File: src/design/pdx_consts.svh
// Constants for the paged data address extender: register offsets, field
// positions, reset values and page boundary values.
// Assumes byte addressing on the Avalon-MM register port, one word per register.
`ifndef PDX_CONSTS_SVH
`define PDX_CONSTS_SVH

`define PDX_OFF_READ_PAGE   5'h00
`define PDX_OFF_WRITE_PAGE  5'h04
`define PDX_OFF_STATUS      5'h08
`define PDX_OFF_MASK        5'h0c
`define PDX_OFF_LAST_ADDR   5'h10

`define PDX_RPAG_W          10
`define PDX_WPAG_W          9
`define PDX_PAGE_RESET      10'h001
`define PDX_PAGE_ZERO       10'h000
`define PDX_PAGE_EDS_LAST   10'h1ff
`define PDX_PAGE_PS_FIRST   10'h200
`define PDX_PAGE_PS_LOW_END 10'h2ff
`define PDX_PAGE_PS_HI_LAST 10'h3ff

`define PDX_ST_W            2
`define PDX_ST_TRAP         0
`define PDX_ST_STEP         1

`endif

File: src/design/pdx_pkg.sv
// Types shared by the paged data address extender.
// Assumes the effective address unit encodes its addressing mode as below.
package pdx_pkg;

    typedef enum logic [2:0] {
        PDX_MODE_DIRECT,
        PDX_MODE_INDIRECT,
        PDX_MODE_PRE_MOD,
        PDX_MODE_POST_MOD,
        PDX_MODE_REG_OFFSET,
        PDX_MODE_MODULO,
        PDX_MODE_BIT_REV
    } pdx_mode_t;

endpackage

File: src/design/pdx_page_step.sv
// Page step on an effective address overflow or underflow.
// Assumes the caller only uses the result for pre- or post-modified accesses.
`timescale 1ns/1ns
`include "pdx_consts.svh"

module pdx_page_step
    import pdx_pkg::*;
(
    input  wire logic [9:0] page,
    input  wire logic       is_write,
    input  wire logic       ovf,
    input  wire logic       unf,
    output logic      [9:0] page_next,
    output logic            ea15_next
);

    always_comb begin
        page_next = page;
        ea15_next = 1'b1;
        if (page == `PDX_PAGE_ZERO) begin
            // Page 0 in the window traps anyway; never wrap it round
            ea15_next = 1'b1;
        end else if (ovf) begin
            // last pages fall back to base space
            if (page == `PDX_PAGE_EDS_LAST || (!is_write && page == `PDX_PAGE_PS_HI_LAST)) begin
                ea15_next = 1'b0;
            end else begin
                // step up; 0x2ff rolls into 0x300
                page_next = page + 10'h001;
            end
        end else if (unf) begin
            // first pages fall back to base space
            if (page == `PDX_PAGE_RESET || (!is_write && page == `PDX_PAGE_PS_FIRST)) begin
                ea15_next = 1'b0;
            end else begin
                // step down; 0x300 returns to 0x2ff
                page_next = page - 10'h001;
            end
        end
    end

endmodule

File: src/design/pdx_irq_ctrl.sv
// Sticky event status with write-one-to-clear, mask, and one level interrupt.
// Assumes events and clears are single-cycle strobes on the system clock.
`timescale 1ns/1ns
`include "pdx_consts.svh"

module pdx_irq_ctrl
    import pdx_pkg::*;
(
    input  wire logic                  sys_clk,
    input  wire logic                  srst,
    input  wire logic [`PDX_ST_W-1:0]  event_set,
    input  wire logic [`PDX_ST_W-1:0]  clear_bits,
    input  wire logic                  mask_wr,
    input  wire logic [`PDX_ST_W-1:0]  mask_data,
    output logic      [`PDX_ST_W-1:0]  status_q,
    output logic      [`PDX_ST_W-1:0]  mask_q,
    output logic                       irq_q
);

    // A set in the clearing cycle wins so no event is lost
    always_ff @(posedge sys_clk) begin
        if (srst) begin
            status_q <= '0;
        end else begin
            status_q <= (status_q & ~clear_bits) | event_set;
        end
    end

    always_ff @(posedge sys_clk) begin
        if (srst) begin
            mask_q <= '0;
        end else if (mask_wr) begin
            mask_q <= mask_data;
        end
    end

    always_ff @(posedge sys_clk) begin
        if (srst) begin
            irq_q <= 1'b0;
        end else begin
            irq_q <= |(((status_q & ~clear_bits) | event_set) & mask_q);
        end
    end

endmodule

File: src/design/pdx_addr_ext.sv
// Paged data address extender: forms 24-bit extended data and program window
// addresses from a 16-bit effective address and the read/write page registers.
// Assumes the effective address unit runs on sys_clk and flags carry/borrow
// of its pre/post modification; registers are reached over Avalon-MM.
`timescale 1ns/1ns
`include "pdx_consts.svh"

module pdx_addr_ext
    import pdx_pkg::*;
(
    input  wire logic        sys_clk,
    input  wire logic        srst,
    input  wire logic [4:0]  avs_address,
    input  wire logic        avs_read,
    input  wire logic        avs_write,
    input  wire logic [31:0] avs_writedata,
    output logic      [31:0] avs_readdata,
    output logic             avs_waitrequest,
    input  wire logic        ea_valid,
    input  wire logic        ea_write,
    input  wire logic [15:0] ea_value,
    input  wire logic        ea_orig_upper,
    input  wire pdx_mode_t   ea_mode,
    input  wire logic        ea_overflow,
    input  wire logic        ea_underflow,
    input  wire logic        ea_ps_write,
    output logic             mem_valid,
    output logic             mem_write,
    output logic             mem_psv,
    output logic      [23:0] mem_addr,
    output logic             addr_trap,
    output logic             irq
);

    logic [`PDX_RPAG_W-1:0] read_page_select_q;
    logic [`PDX_WPAG_W-1:0] write_page_select_q;
    logic [9:0]             active_page_select;
    logic [9:0]             step_page;
    logic                   step_ea15;
    logic                   step_en;
    logic                   hold_en;
    logic                   ea15_eff;
    logic [9:0]             page_eff;
    logic                   trap_d;
    logic                   bus_req;
    logic                   bus_wr;
    logic                   rpag_bus_wr;
    logic                   wpag_bus_wr;
    logic [31:0]            rdata_d;
    logic [`PDX_ST_W-1:0]   status_q;
    logic [`PDX_ST_W-1:0]   mask_q;
    logic [`PDX_ST_W-1:0]   clear_bits;
    logic [`PDX_ST_W-1:0]   event_set;
    logic                   wait_q;
    logic [31:0]            readdata_q;
    logic                   mem_valid_q;
    logic                   mem_write_q;
    logic                   mem_psv_q;
    logic [23:0]            mem_addr_q;
    logic                   trap_q;
    logic                   irq_q;

    function automatic logic is_reg(input logic [4:0] addr, input logic [4:0] off);
        is_reg = (addr == off);
    endfunction

    function automatic logic is_paged_mode(input pdx_mode_t mode);
        is_paged_mode = (mode == PDX_MODE_PRE_MOD) || (mode == PDX_MODE_POST_MOD);
    endfunction

    // Register bus: one wait cycle, then the access completes
    assign bus_req     = avs_read | avs_write;
    assign bus_wr      = avs_write & ~wait_q;
    assign rpag_bus_wr = bus_wr && is_reg(avs_address, `PDX_OFF_READ_PAGE);
    assign wpag_bus_wr = bus_wr && is_reg(avs_address, `PDX_OFF_WRITE_PAGE);
    assign clear_bits  = (bus_wr && is_reg(avs_address, `PDX_OFF_STATUS))
                         ? avs_writedata[`PDX_ST_W-1:0] : '0;

    always_ff @(posedge sys_clk) begin
        if (srst) begin
            wait_q <= 1'b1;
        end else begin
            wait_q <= ~(bus_req & wait_q);
        end
    end

    always_comb begin
        rdata_d = 32'h0000_0000;
        case (avs_address)
            `PDX_OFF_READ_PAGE:  rdata_d[`PDX_RPAG_W-1:0] = read_page_select_q;
            `PDX_OFF_WRITE_PAGE: rdata_d[`PDX_WPAG_W-1:0] = write_page_select_q;
            `PDX_OFF_STATUS:     rdata_d[`PDX_ST_W-1:0] = status_q;
            `PDX_OFF_MASK:       rdata_d[`PDX_ST_W-1:0] = mask_q;
            `PDX_OFF_LAST_ADDR:  rdata_d[23:0] = mem_addr_q;
            default:             rdata_d = 32'h0000_0000;
        endcase
    end

    // Read data are captured on the first edge so they stand when the wait ends
    always_ff @(posedge sys_clk) begin
        if (srst) begin
            readdata_q <= 32'h0000_0000;
        end else if (avs_read & wait_q) begin
            readdata_q <= rdata_d;
        end
    end

    assign active_page_select = ea_write ? {1'b0, write_page_select_q} : read_page_select_q;

    pdx_page_step u_step (
        .page      (active_page_select),
        .is_write  (ea_write),
        .ovf       (ea_overflow),
        .unf       (ea_underflow),
        .page_next (step_page),
        .ea15_next (step_ea15)
    );

    always_comb begin
        step_en  = ea_valid && ea_orig_upper && (ea_overflow || ea_underflow)
                   && is_paged_mode(ea_mode);
        hold_en  = ea_valid && ea_orig_upper && (ea_overflow || ea_underflow)
                   && (ea_mode == PDX_MODE_REG_OFFSET || ea_mode == PDX_MODE_MODULO
                       || ea_mode == PDX_MODE_BIT_REV);
        ea15_eff = ea_value[15];
        if (step_en) begin
            ea15_eff = step_ea15;
        end else if (hold_en) begin
            ea15_eff = 1'b1;
        end
        page_eff = step_en ? step_page : active_page_select;
        // Page zero cannot be reached by stepping or software; kept as a guard
        // program-space write or page zero in window
        trap_d   = ea_valid && ((ea_write && ea_ps_write)
                   || (ea15_eff && page_eff == `PDX_PAGE_ZERO));
    end

    always_ff @(posedge sys_clk) begin
        if (srst) begin
            read_page_select_q <= `PDX_PAGE_RESET;
        end else if (rpag_bus_wr) begin
            if (avs_writedata[`PDX_RPAG_W-1:0] != `PDX_PAGE_ZERO) begin
                read_page_select_q <= avs_writedata[`PDX_RPAG_W-1:0];
            end
        end else if (step_en && !ea_write) begin
            read_page_select_q <= step_page;
        end
    end

    always_ff @(posedge sys_clk) begin
        if (srst) begin
            write_page_select_q <= 9'(`PDX_PAGE_RESET);
        end else if (wpag_bus_wr) begin
            if (avs_writedata[`PDX_WPAG_W-1:0] != `PDX_PAGE_ZERO) begin
                write_page_select_q <= avs_writedata[`PDX_WPAG_W-1:0];
            end
        end else if (step_en && ea_write) begin
            write_page_select_q <= step_page[`PDX_WPAG_W-1:0];
        end
    end

    // trap suppresses the access for that cycle
    always_ff @(posedge sys_clk) begin
        if (srst) begin
            mem_valid_q <= 1'b0;
            trap_q      <= 1'b0;
        end else begin
            mem_valid_q <= ea_valid & ~trap_d;
            trap_q      <= trap_d;
        end
    end

    always_ff @(posedge sys_clk) begin
        if (srst) begin
            mem_write_q <= 1'b0;
            mem_psv_q   <= 1'b0;
            mem_addr_q  <= 24'h00_0000;
        end else if (ea_valid && !trap_d) begin
            mem_write_q <= ea_write;
            if (!ea15_eff) begin
                // lower half stays in page zero
                mem_psv_q  <= 1'b0;
                mem_addr_q <= {8'h00, ea15_eff, ea_value[14:0]};
            end else begin
                mem_addr_q <= {page_eff[8:0], ea_value[14:0]};
                // read page 0x200 and up reads program space
                mem_psv_q  <= !ea_write && page_eff[9];
            end
        end
    end

    assign event_set = {step_en, trap_d};

    pdx_irq_ctrl u_irq (
        .sys_clk    (sys_clk),
        .srst       (srst),
        .event_set  (event_set),
        .clear_bits (clear_bits),
        .mask_wr    (bus_wr && is_reg(avs_address, `PDX_OFF_MASK)),
        .mask_data  (avs_writedata[`PDX_ST_W-1:0]),
        .status_q   (status_q),
        .mask_q     (mask_q),
        .irq_q      (irq_q)
    );

    assign avs_readdata    = readdata_q;
    assign avs_waitrequest = wait_q;
    assign mem_valid       = mem_valid_q;
    assign mem_write       = mem_write_q;
    assign mem_psv         = mem_psv_q;
    assign mem_addr        = mem_addr_q;
    assign addr_trap       = trap_q;
    assign irq             = irq_q;

    // Checks
    AST_RESET_PAGES: assert property (@(posedge sys_clk)
        srst |=> read_page_select_q == `PDX_PAGE_RESET
                 && write_page_select_q == 9'h001)
        else $error("Page registers not one after reset");

    AST_ZERO_WRITE_KEEPS: assert property (@(posedge sys_clk) disable iff (srst)
        rpag_bus_wr && avs_writedata[9:0] == 10'h000 |=> $stable(read_page_select_q))
        else $error("Zero write changed read page");

    AST_TRAP_SUPPRESS: assert property (@(posedge sys_clk) disable iff (srst)
        ea_valid && trap_d |=> addr_trap && !mem_valid ##1 !addr_trap || $past(trap_d))
        else $error("Trap not a suppressing pulse");

    AST_PAGE0_TRAP: assert property (@(posedge sys_clk) disable iff (srst)
        ea_valid && ea15_eff && page_eff == 10'h000 |=> addr_trap)
        else $error("Page zero window access did not trap");

    AST_PS_WRITE_TRAP: assert property (@(posedge sys_clk) disable iff (srst)
        ea_valid && ea_write && ea_ps_write |=> addr_trap && !mem_valid)
        else $error("Program space write did not trap");

    AST_BASE_PAGE0: assert property (@(posedge sys_clk) disable iff (srst)
        ea_valid && !ea15_eff && !trap_d |=> mem_valid && mem_addr[23:15] == 9'h000)
        else $error("Lower base address left page zero");

    AST_WRITE_ADDR: assert property (@(posedge sys_clk) disable iff (srst)
        ea_valid && ea_write && ea_value[15] && !step_en && !hold_en && !trap_d
        |=> mem_addr == {$past(write_page_select_q), $past(ea_value[14:0])} && mem_write)
        else $error("Write window address wrong");

    AST_PSV_READ: assert property (@(posedge sys_clk) disable iff (srst)
        ea_valid && !ea_write && ea15_eff && page_eff >= 10'h200 && !trap_d |=> mem_psv)
        else $error("High read page not sent to program space");

    AST_PSV_STEP_UP: assert property (@(posedge sys_clk) disable iff (srst)
        step_en && !ea_write && ea_overflow && read_page_select_q == 10'h2ff && !rpag_bus_wr
        |=> read_page_select_q == 10'h300 && mem_addr[23:15] == 9'h100)
        else $error("Read page 0x2ff did not step to 0x300");

    AST_EDS_LAST_FALLBACK: assert property (@(posedge sys_clk) disable iff (srst)
        step_en && ea_overflow && active_page_select == 10'h1ff && !rpag_bus_wr && !wpag_bus_wr
        && !trap_d |=> $stable(read_page_select_q) && $stable(write_page_select_q)
            && mem_addr[23:15] == 9'h000)
        else $error("Last page overflow did not fall back to base space");

    AST_OFFSET_HOLD: assert property (@(posedge sys_clk) disable iff (srst)
        hold_en && !rpag_bus_wr && !wpag_bus_wr
        |=> $stable(read_page_select_q) && $stable(write_page_select_q))
        else $error("Non-linear mode changed the page");

    AST_READ_ADDR: assert property (@(posedge sys_clk) disable iff (srst)
        ea_valid && !ea_write && ea_value[15]
        && !read_page_select_q[9] && !step_en && !hold_en && !trap_d
        |=> mem_addr == {$past(read_page_select_q[8:0]), $past(ea_value[14:0])}
        && !mem_psv)
        else $error("Read window address wrong");

    AST_STEP_UP: assert property (@(posedge sys_clk) disable iff (srst)
        step_en && ea_overflow && !ea_write && !rpag_bus_wr
        && read_page_select_q != 10'h000
        && read_page_select_q != 10'h1ff && read_page_select_q != 10'h3ff
        |=> read_page_select_q == $past(read_page_select_q) + 10'h001)
        else $error("Overflow did not advance the read page");

    AST_STEP_DOWN: assert property (@(posedge sys_clk) disable iff (srst)
        step_en && ea_underflow && !ea_overflow && !ea_write
        && !rpag_bus_wr
        && read_page_select_q > 10'h001 && read_page_select_q != 10'h200
        |=> read_page_select_q == $past(read_page_select_q) - 10'h001)
        else $error("Underflow did not step the read page back");

    AST_UNDER_FALLBACK: assert property (@(posedge sys_clk) disable iff (srst)
        step_en && ea_underflow && !ea_overflow && !ea_write
        && !rpag_bus_wr && !trap_d
        && (read_page_select_q == 10'h001 || read_page_select_q == 10'h200)
        |=> $stable(read_page_select_q) && mem_addr[23:15] == 9'h000 && !mem_psv)
        else $error("First page underflow did not fall back");

    AST_BUS_ONE_WAIT: assert property (@(posedge sys_clk) disable iff (srst)
        avs_waitrequest && (avs_read || avs_write)
        |=> !avs_waitrequest ##1 avs_waitrequest)
        else $error("Register access not one wait cycle");

    AST_WRITE_KEEPS_RPAGE: assert property (@(posedge sys_clk) disable iff (srst)
        ea_valid && ea_write && !rpag_bus_wr |=> $stable(read_page_select_q))
        else $error("Write access moved the read page");

    AST_WRITE_NOT_PS: assert property (@(posedge sys_clk) disable iff (srst)
        ea_valid && ea_write && !trap_d |=> mem_valid && mem_write && !mem_psv)
        else $error("Write access reached program space");

    CVR_PAGE_STEP: cover property (@(posedge sys_clk) disable iff (srst)
        step_en && step_ea15);
    CVR_TRAP: cover property (@(posedge sys_clk) disable iff (srst) addr_trap);
    CVR_PSV_READ: cover property (@(posedge sys_clk) disable iff (srst) mem_valid && mem_psv);
    CVR_BUS_WRITE: cover property (@(posedge sys_clk) disable iff (srst) wpag_bus_wr);
    CVR_UNDER_STEP: cover property (@(posedge sys_clk) disable iff (srst) step_en && ea_underflow);

endmodule

File: config.mk
export PLATFORM = sky130hd
export DESIGN_NAME = pdx_addr_ext
export DESIGN_NICKNAME = d
export VERILOG_FILES = /design/src/design/pdx_pkg.sv /design/src/design/pdx_page_step.sv /design/src/design/pdx_irq_ctrl.sv /design/src/design/pdx_addr_ext.sv
export VERILOG_INCLUDE_DIRS = /design/src /design/src/design
export SDC_FILE = /design/constraint.sdc
export NUM_CORES = 1
export LEC_CHECK = 0
export BUFFER_PORTS_ARGS = -buffer_cell sky130_fd_sc_hd__buf_4
export CAP_MARGIN = 20
export CORE_MARGIN = 5
export CORE_UTILIZATION = 35
export DETAILED_ROUTE_END_ITERATION = 12
export PLACE_DENSITY_LB_ADDON = 0.3
export SETUP_SLACK_MARGIN = 0.15
export SYNTH_ARGS = -nofsm -noshare
export SYNTH_HDL_FRONTEND = slang
export SYNTH_SLANG_ARGS = --single-unit
File: constraint.sdc
create_clock -name sys_clk -period 6.5 [get_ports sys_clk]
set_input_delay 1.3 -clock sys_clk [delete_from_list [all_inputs] [get_ports sys_clk]]
set_output_delay 1.3 -clock sys_clk [all_outputs]
set_load 0.03 [all_outputs]
==> impl_results.md <==
- Startpoint types: input port
- Max Cap Viol: 0
- Vias: 4,642
- CP Capture Type: register
- Synth top cells by count: 83 x nand2_1, 77 x dfxtp_1, 70 x nor2_1
- First-pass DRT Iterations: 6
- Post-CTS setup repair buffer count: 0
- First-pass GRT wire length: 23.0 mm
- Placed cell areas: 0.00550 mm^2
- H-tree lvl count: 3
- Count leader, synth: nand2_1
- CP Data Required Time: 6.74 ns
- DR top layer: met4
- Share of the synthesized area in the top cell type: 33.1%
- Final Hold Viols: 0
- R2R Path Start: write_page_select_q[0]
- Outcome: complete, no violations
- Crit path kind: in2reg
- P_leak: 2.34 nW
- Post-DP HPWL: 11.1 mm
- Worst setup margin: 1.28 ns
- RSZ-0062 raised after global routing: false
- Area leader, netlist: dfxtp_1
- Worst R2R Path Depth: 11
- Critical Path Fanout Max: 36
- Synth area leaders: dfxtp_1 33%, mux2i_1 13%, nand2_1 6.7%, nor2_1 5.6%, a22oi_1 2.6%
- Fin area: 0.00576 mm^2
- Wire length on met3: 959 um
- Share of layout cells above drive strength 1: 21.8%
- Initial Util: 35.5%
- Starting DRC count in detailed routing: 432
- Cell Count Post-Placement: 817
- Largest net degree at the start of global routing: 50
- Die Span X: 125 um
- WL/cell: 17.8 um
- Sequential share of the synthesized area: 33.1%
- Pwr per Cell Area: 196 mW/mm^2
- Final non-filler cell total: 833
- Layout area overhead: 23.6%
- Hold Path Depth: 2
- Routed WL: 14.8 mm
- Rel. slew slack: 34.8%
- Ant. Diodes: 0
- Max clock buf depth: 2
- Tmin final: 5.22 ns
- Drt drc: 0
- TritonCTS Buffers: 9
- # rows: 42
- Final Max Slew Viols: 0
- Die area: 0.0157 mm^2
- Clock sinks: 77
- CTS tree: built
- Synth Instances: 569
- M1 WL: 6.83 mm
- Core area: 0.0131 mm^2
- Number of I/O port buffers: 97
- TNS Setup: 0 ns
- Hold_sp: mem_psv
- Worst hold endpoint: mem_psv
- # IOs: 128
- Setup violators final: 0
- Pre-CTS setup slack: 1.00 ns
- Initial antenna violation count: 0
- Yosys warns: 0
- Hold_buf cts: 0
- Critical path arrival: 5.47 ns
- Least-Margin Pin Slew: 0.976 ns
- Peak VDD IR: 0.108 mV
- Antenna-violating nets left: 0
- Clock Pin Slew Worst Setup and Hold Paths: 0.06 ns
- Vias in the first global route: 4,236
- Worst-case clock skew: 0.0108 ns
- Worst min-delay path class: reg2reg
- Met2 WL: 6.93 mm
- Final period util: 80.4%
- DR vias/cell: 5.57
- Die Span Y: 125 um
- Syn_area_per_cell: 8.19 um^2
- CTS root buf: clkbuf_16
- Reg2reg setup slack: 2.36 ns
- Skew-Pair Late Insertion Delay: 0.33 ns
- Asr flop ratio synth: 0%
- Final Core Density: 43.9%
- Grt total ovfl: 0
- Mapped Area: 0.00466 mm^2
- Fmax: 0.191 GHz
- Final #Nets: 722
- Post-synth cell types: 68
- Cts repair resizes: 0
- EDFF count, synth: 0
- R2R Path End: u_irq.irq_q
- Synth Register Bits: 77
- GRT Overall Usage: 17.8%
- Routability-driven placement congestion ratio: 0.911
- Main flop type after synthesis: dfxtp_1
- Setup crit start: ea_write
how the worst max path moves through the flow:
stage                              to  slack [ns]  cells after the start
after floorplan             mem_valid        2.03                     14
after global placement    u_irq.irq_q        1.10                     12
after detailed placement  u_irq.irq_q         1.0                     12
after CTS                 u_irq.irq_q        1.34                     12
after global routing        mem_valid        1.07                     13
final                     u_irq.irq_q        1.28                     12
report_power, final:
group | internal, mW | leakage (nW) | switching [mW] | total (mW)
combinational | 0.0732 | 1.58 | 0.116 | 0.189
sequential | 0.487 | 0.626 | 0.0144 | 0.501
clock | 0.256 | 0.129 | 0.182 | 0.437
cell families (layout without fill, tap and decap cells):
| logic type | count (synthesis) | in the layout | share of synthesized area [%] |
|---|---|---|---|
| buffers and inverters | 45 | 126 | 5.07 |
| AO/OA/AOI/OAI | 122 | 122 | 19.1 |
| flip-flops | 77 | 77 | 33.1 |
| XOR/XNOR | 11 | 11 | 2.07 |
| multiplexers | 70 | 70 | 15.4 |
| adder cells (fa/ha/maj) | 4 | 4 | 1.07 |
| other | 1 | 8 | 0.0804 |
| AND/OR/NAND/NOR | 239 | 239 | 24.2 |
stage by stage:
step                hold WS, ns  power (mW)
CTS                       0.462        1.14
finish                    0.463        1.13
floorplan                 0.449       0.634
global route              0.479        1.18
detailed placement        0.450       0.699
global placement          0.447       0.696
final cells by class:
type,count,area [um^2]
Fill cell,1319,7370
Multi-Input combinational cell,454,2940
Sequential cell,77,1540
Timing Repair Buffer,104,785
Clock buffer,11,233
Tap cell,176,220
Clock inverter,5,27.5
Inverter,6,22.5
registers in the layout (all words and copies together), names as in the netlist:
signal,cells
u_irq.mask_q,2
read_page_select_q,10
mem_psv,1
addr_trap,1
avs_readdata,24
u_irq.irq_q,1
mem_write,1
write_page_select_q,9
avs_waitrequest,1
mem_addr,24
mem_valid,1
u_irq.status_q,2
critical path, stage by stage:
cell and delay (ns):
buf_4 0.35, mux2i_1 0.52, inv_2 0.20, ha_1 0.27, mux2_2 0.27, a22o_1 0.31
a21oi_1 0.55, o21ai_1 0.28, o32a_1 0.44, nor4_4 0.29, a41oi_1 0.38, o211ai_1 0.30
cell usage in the layout, fill, tap and decap left out, types with 14 or more instances in the layout:
master / netlist / final
buf_4: 10 / 103
nand2_1: 83 / 83
dfxtp_1: 77 / 77
nor2_1: 70 / 70
mux2i_1: 59 / 59
nor3_1: 21 / 20
a21oi_1: 18 / 18
a22oi_1: 16 / 16
a211oi_1: 15 / 15
o21ai_0: 14 / 14
per-layer routing:
layer,GRT usage (%),vias to the layer above
li1,-,2238
met4,4.21,0
met1,24.6,2215
met2,28.5,181
met3,3.97,8
met5,0,-
Power figures use the tool's default switching activity.
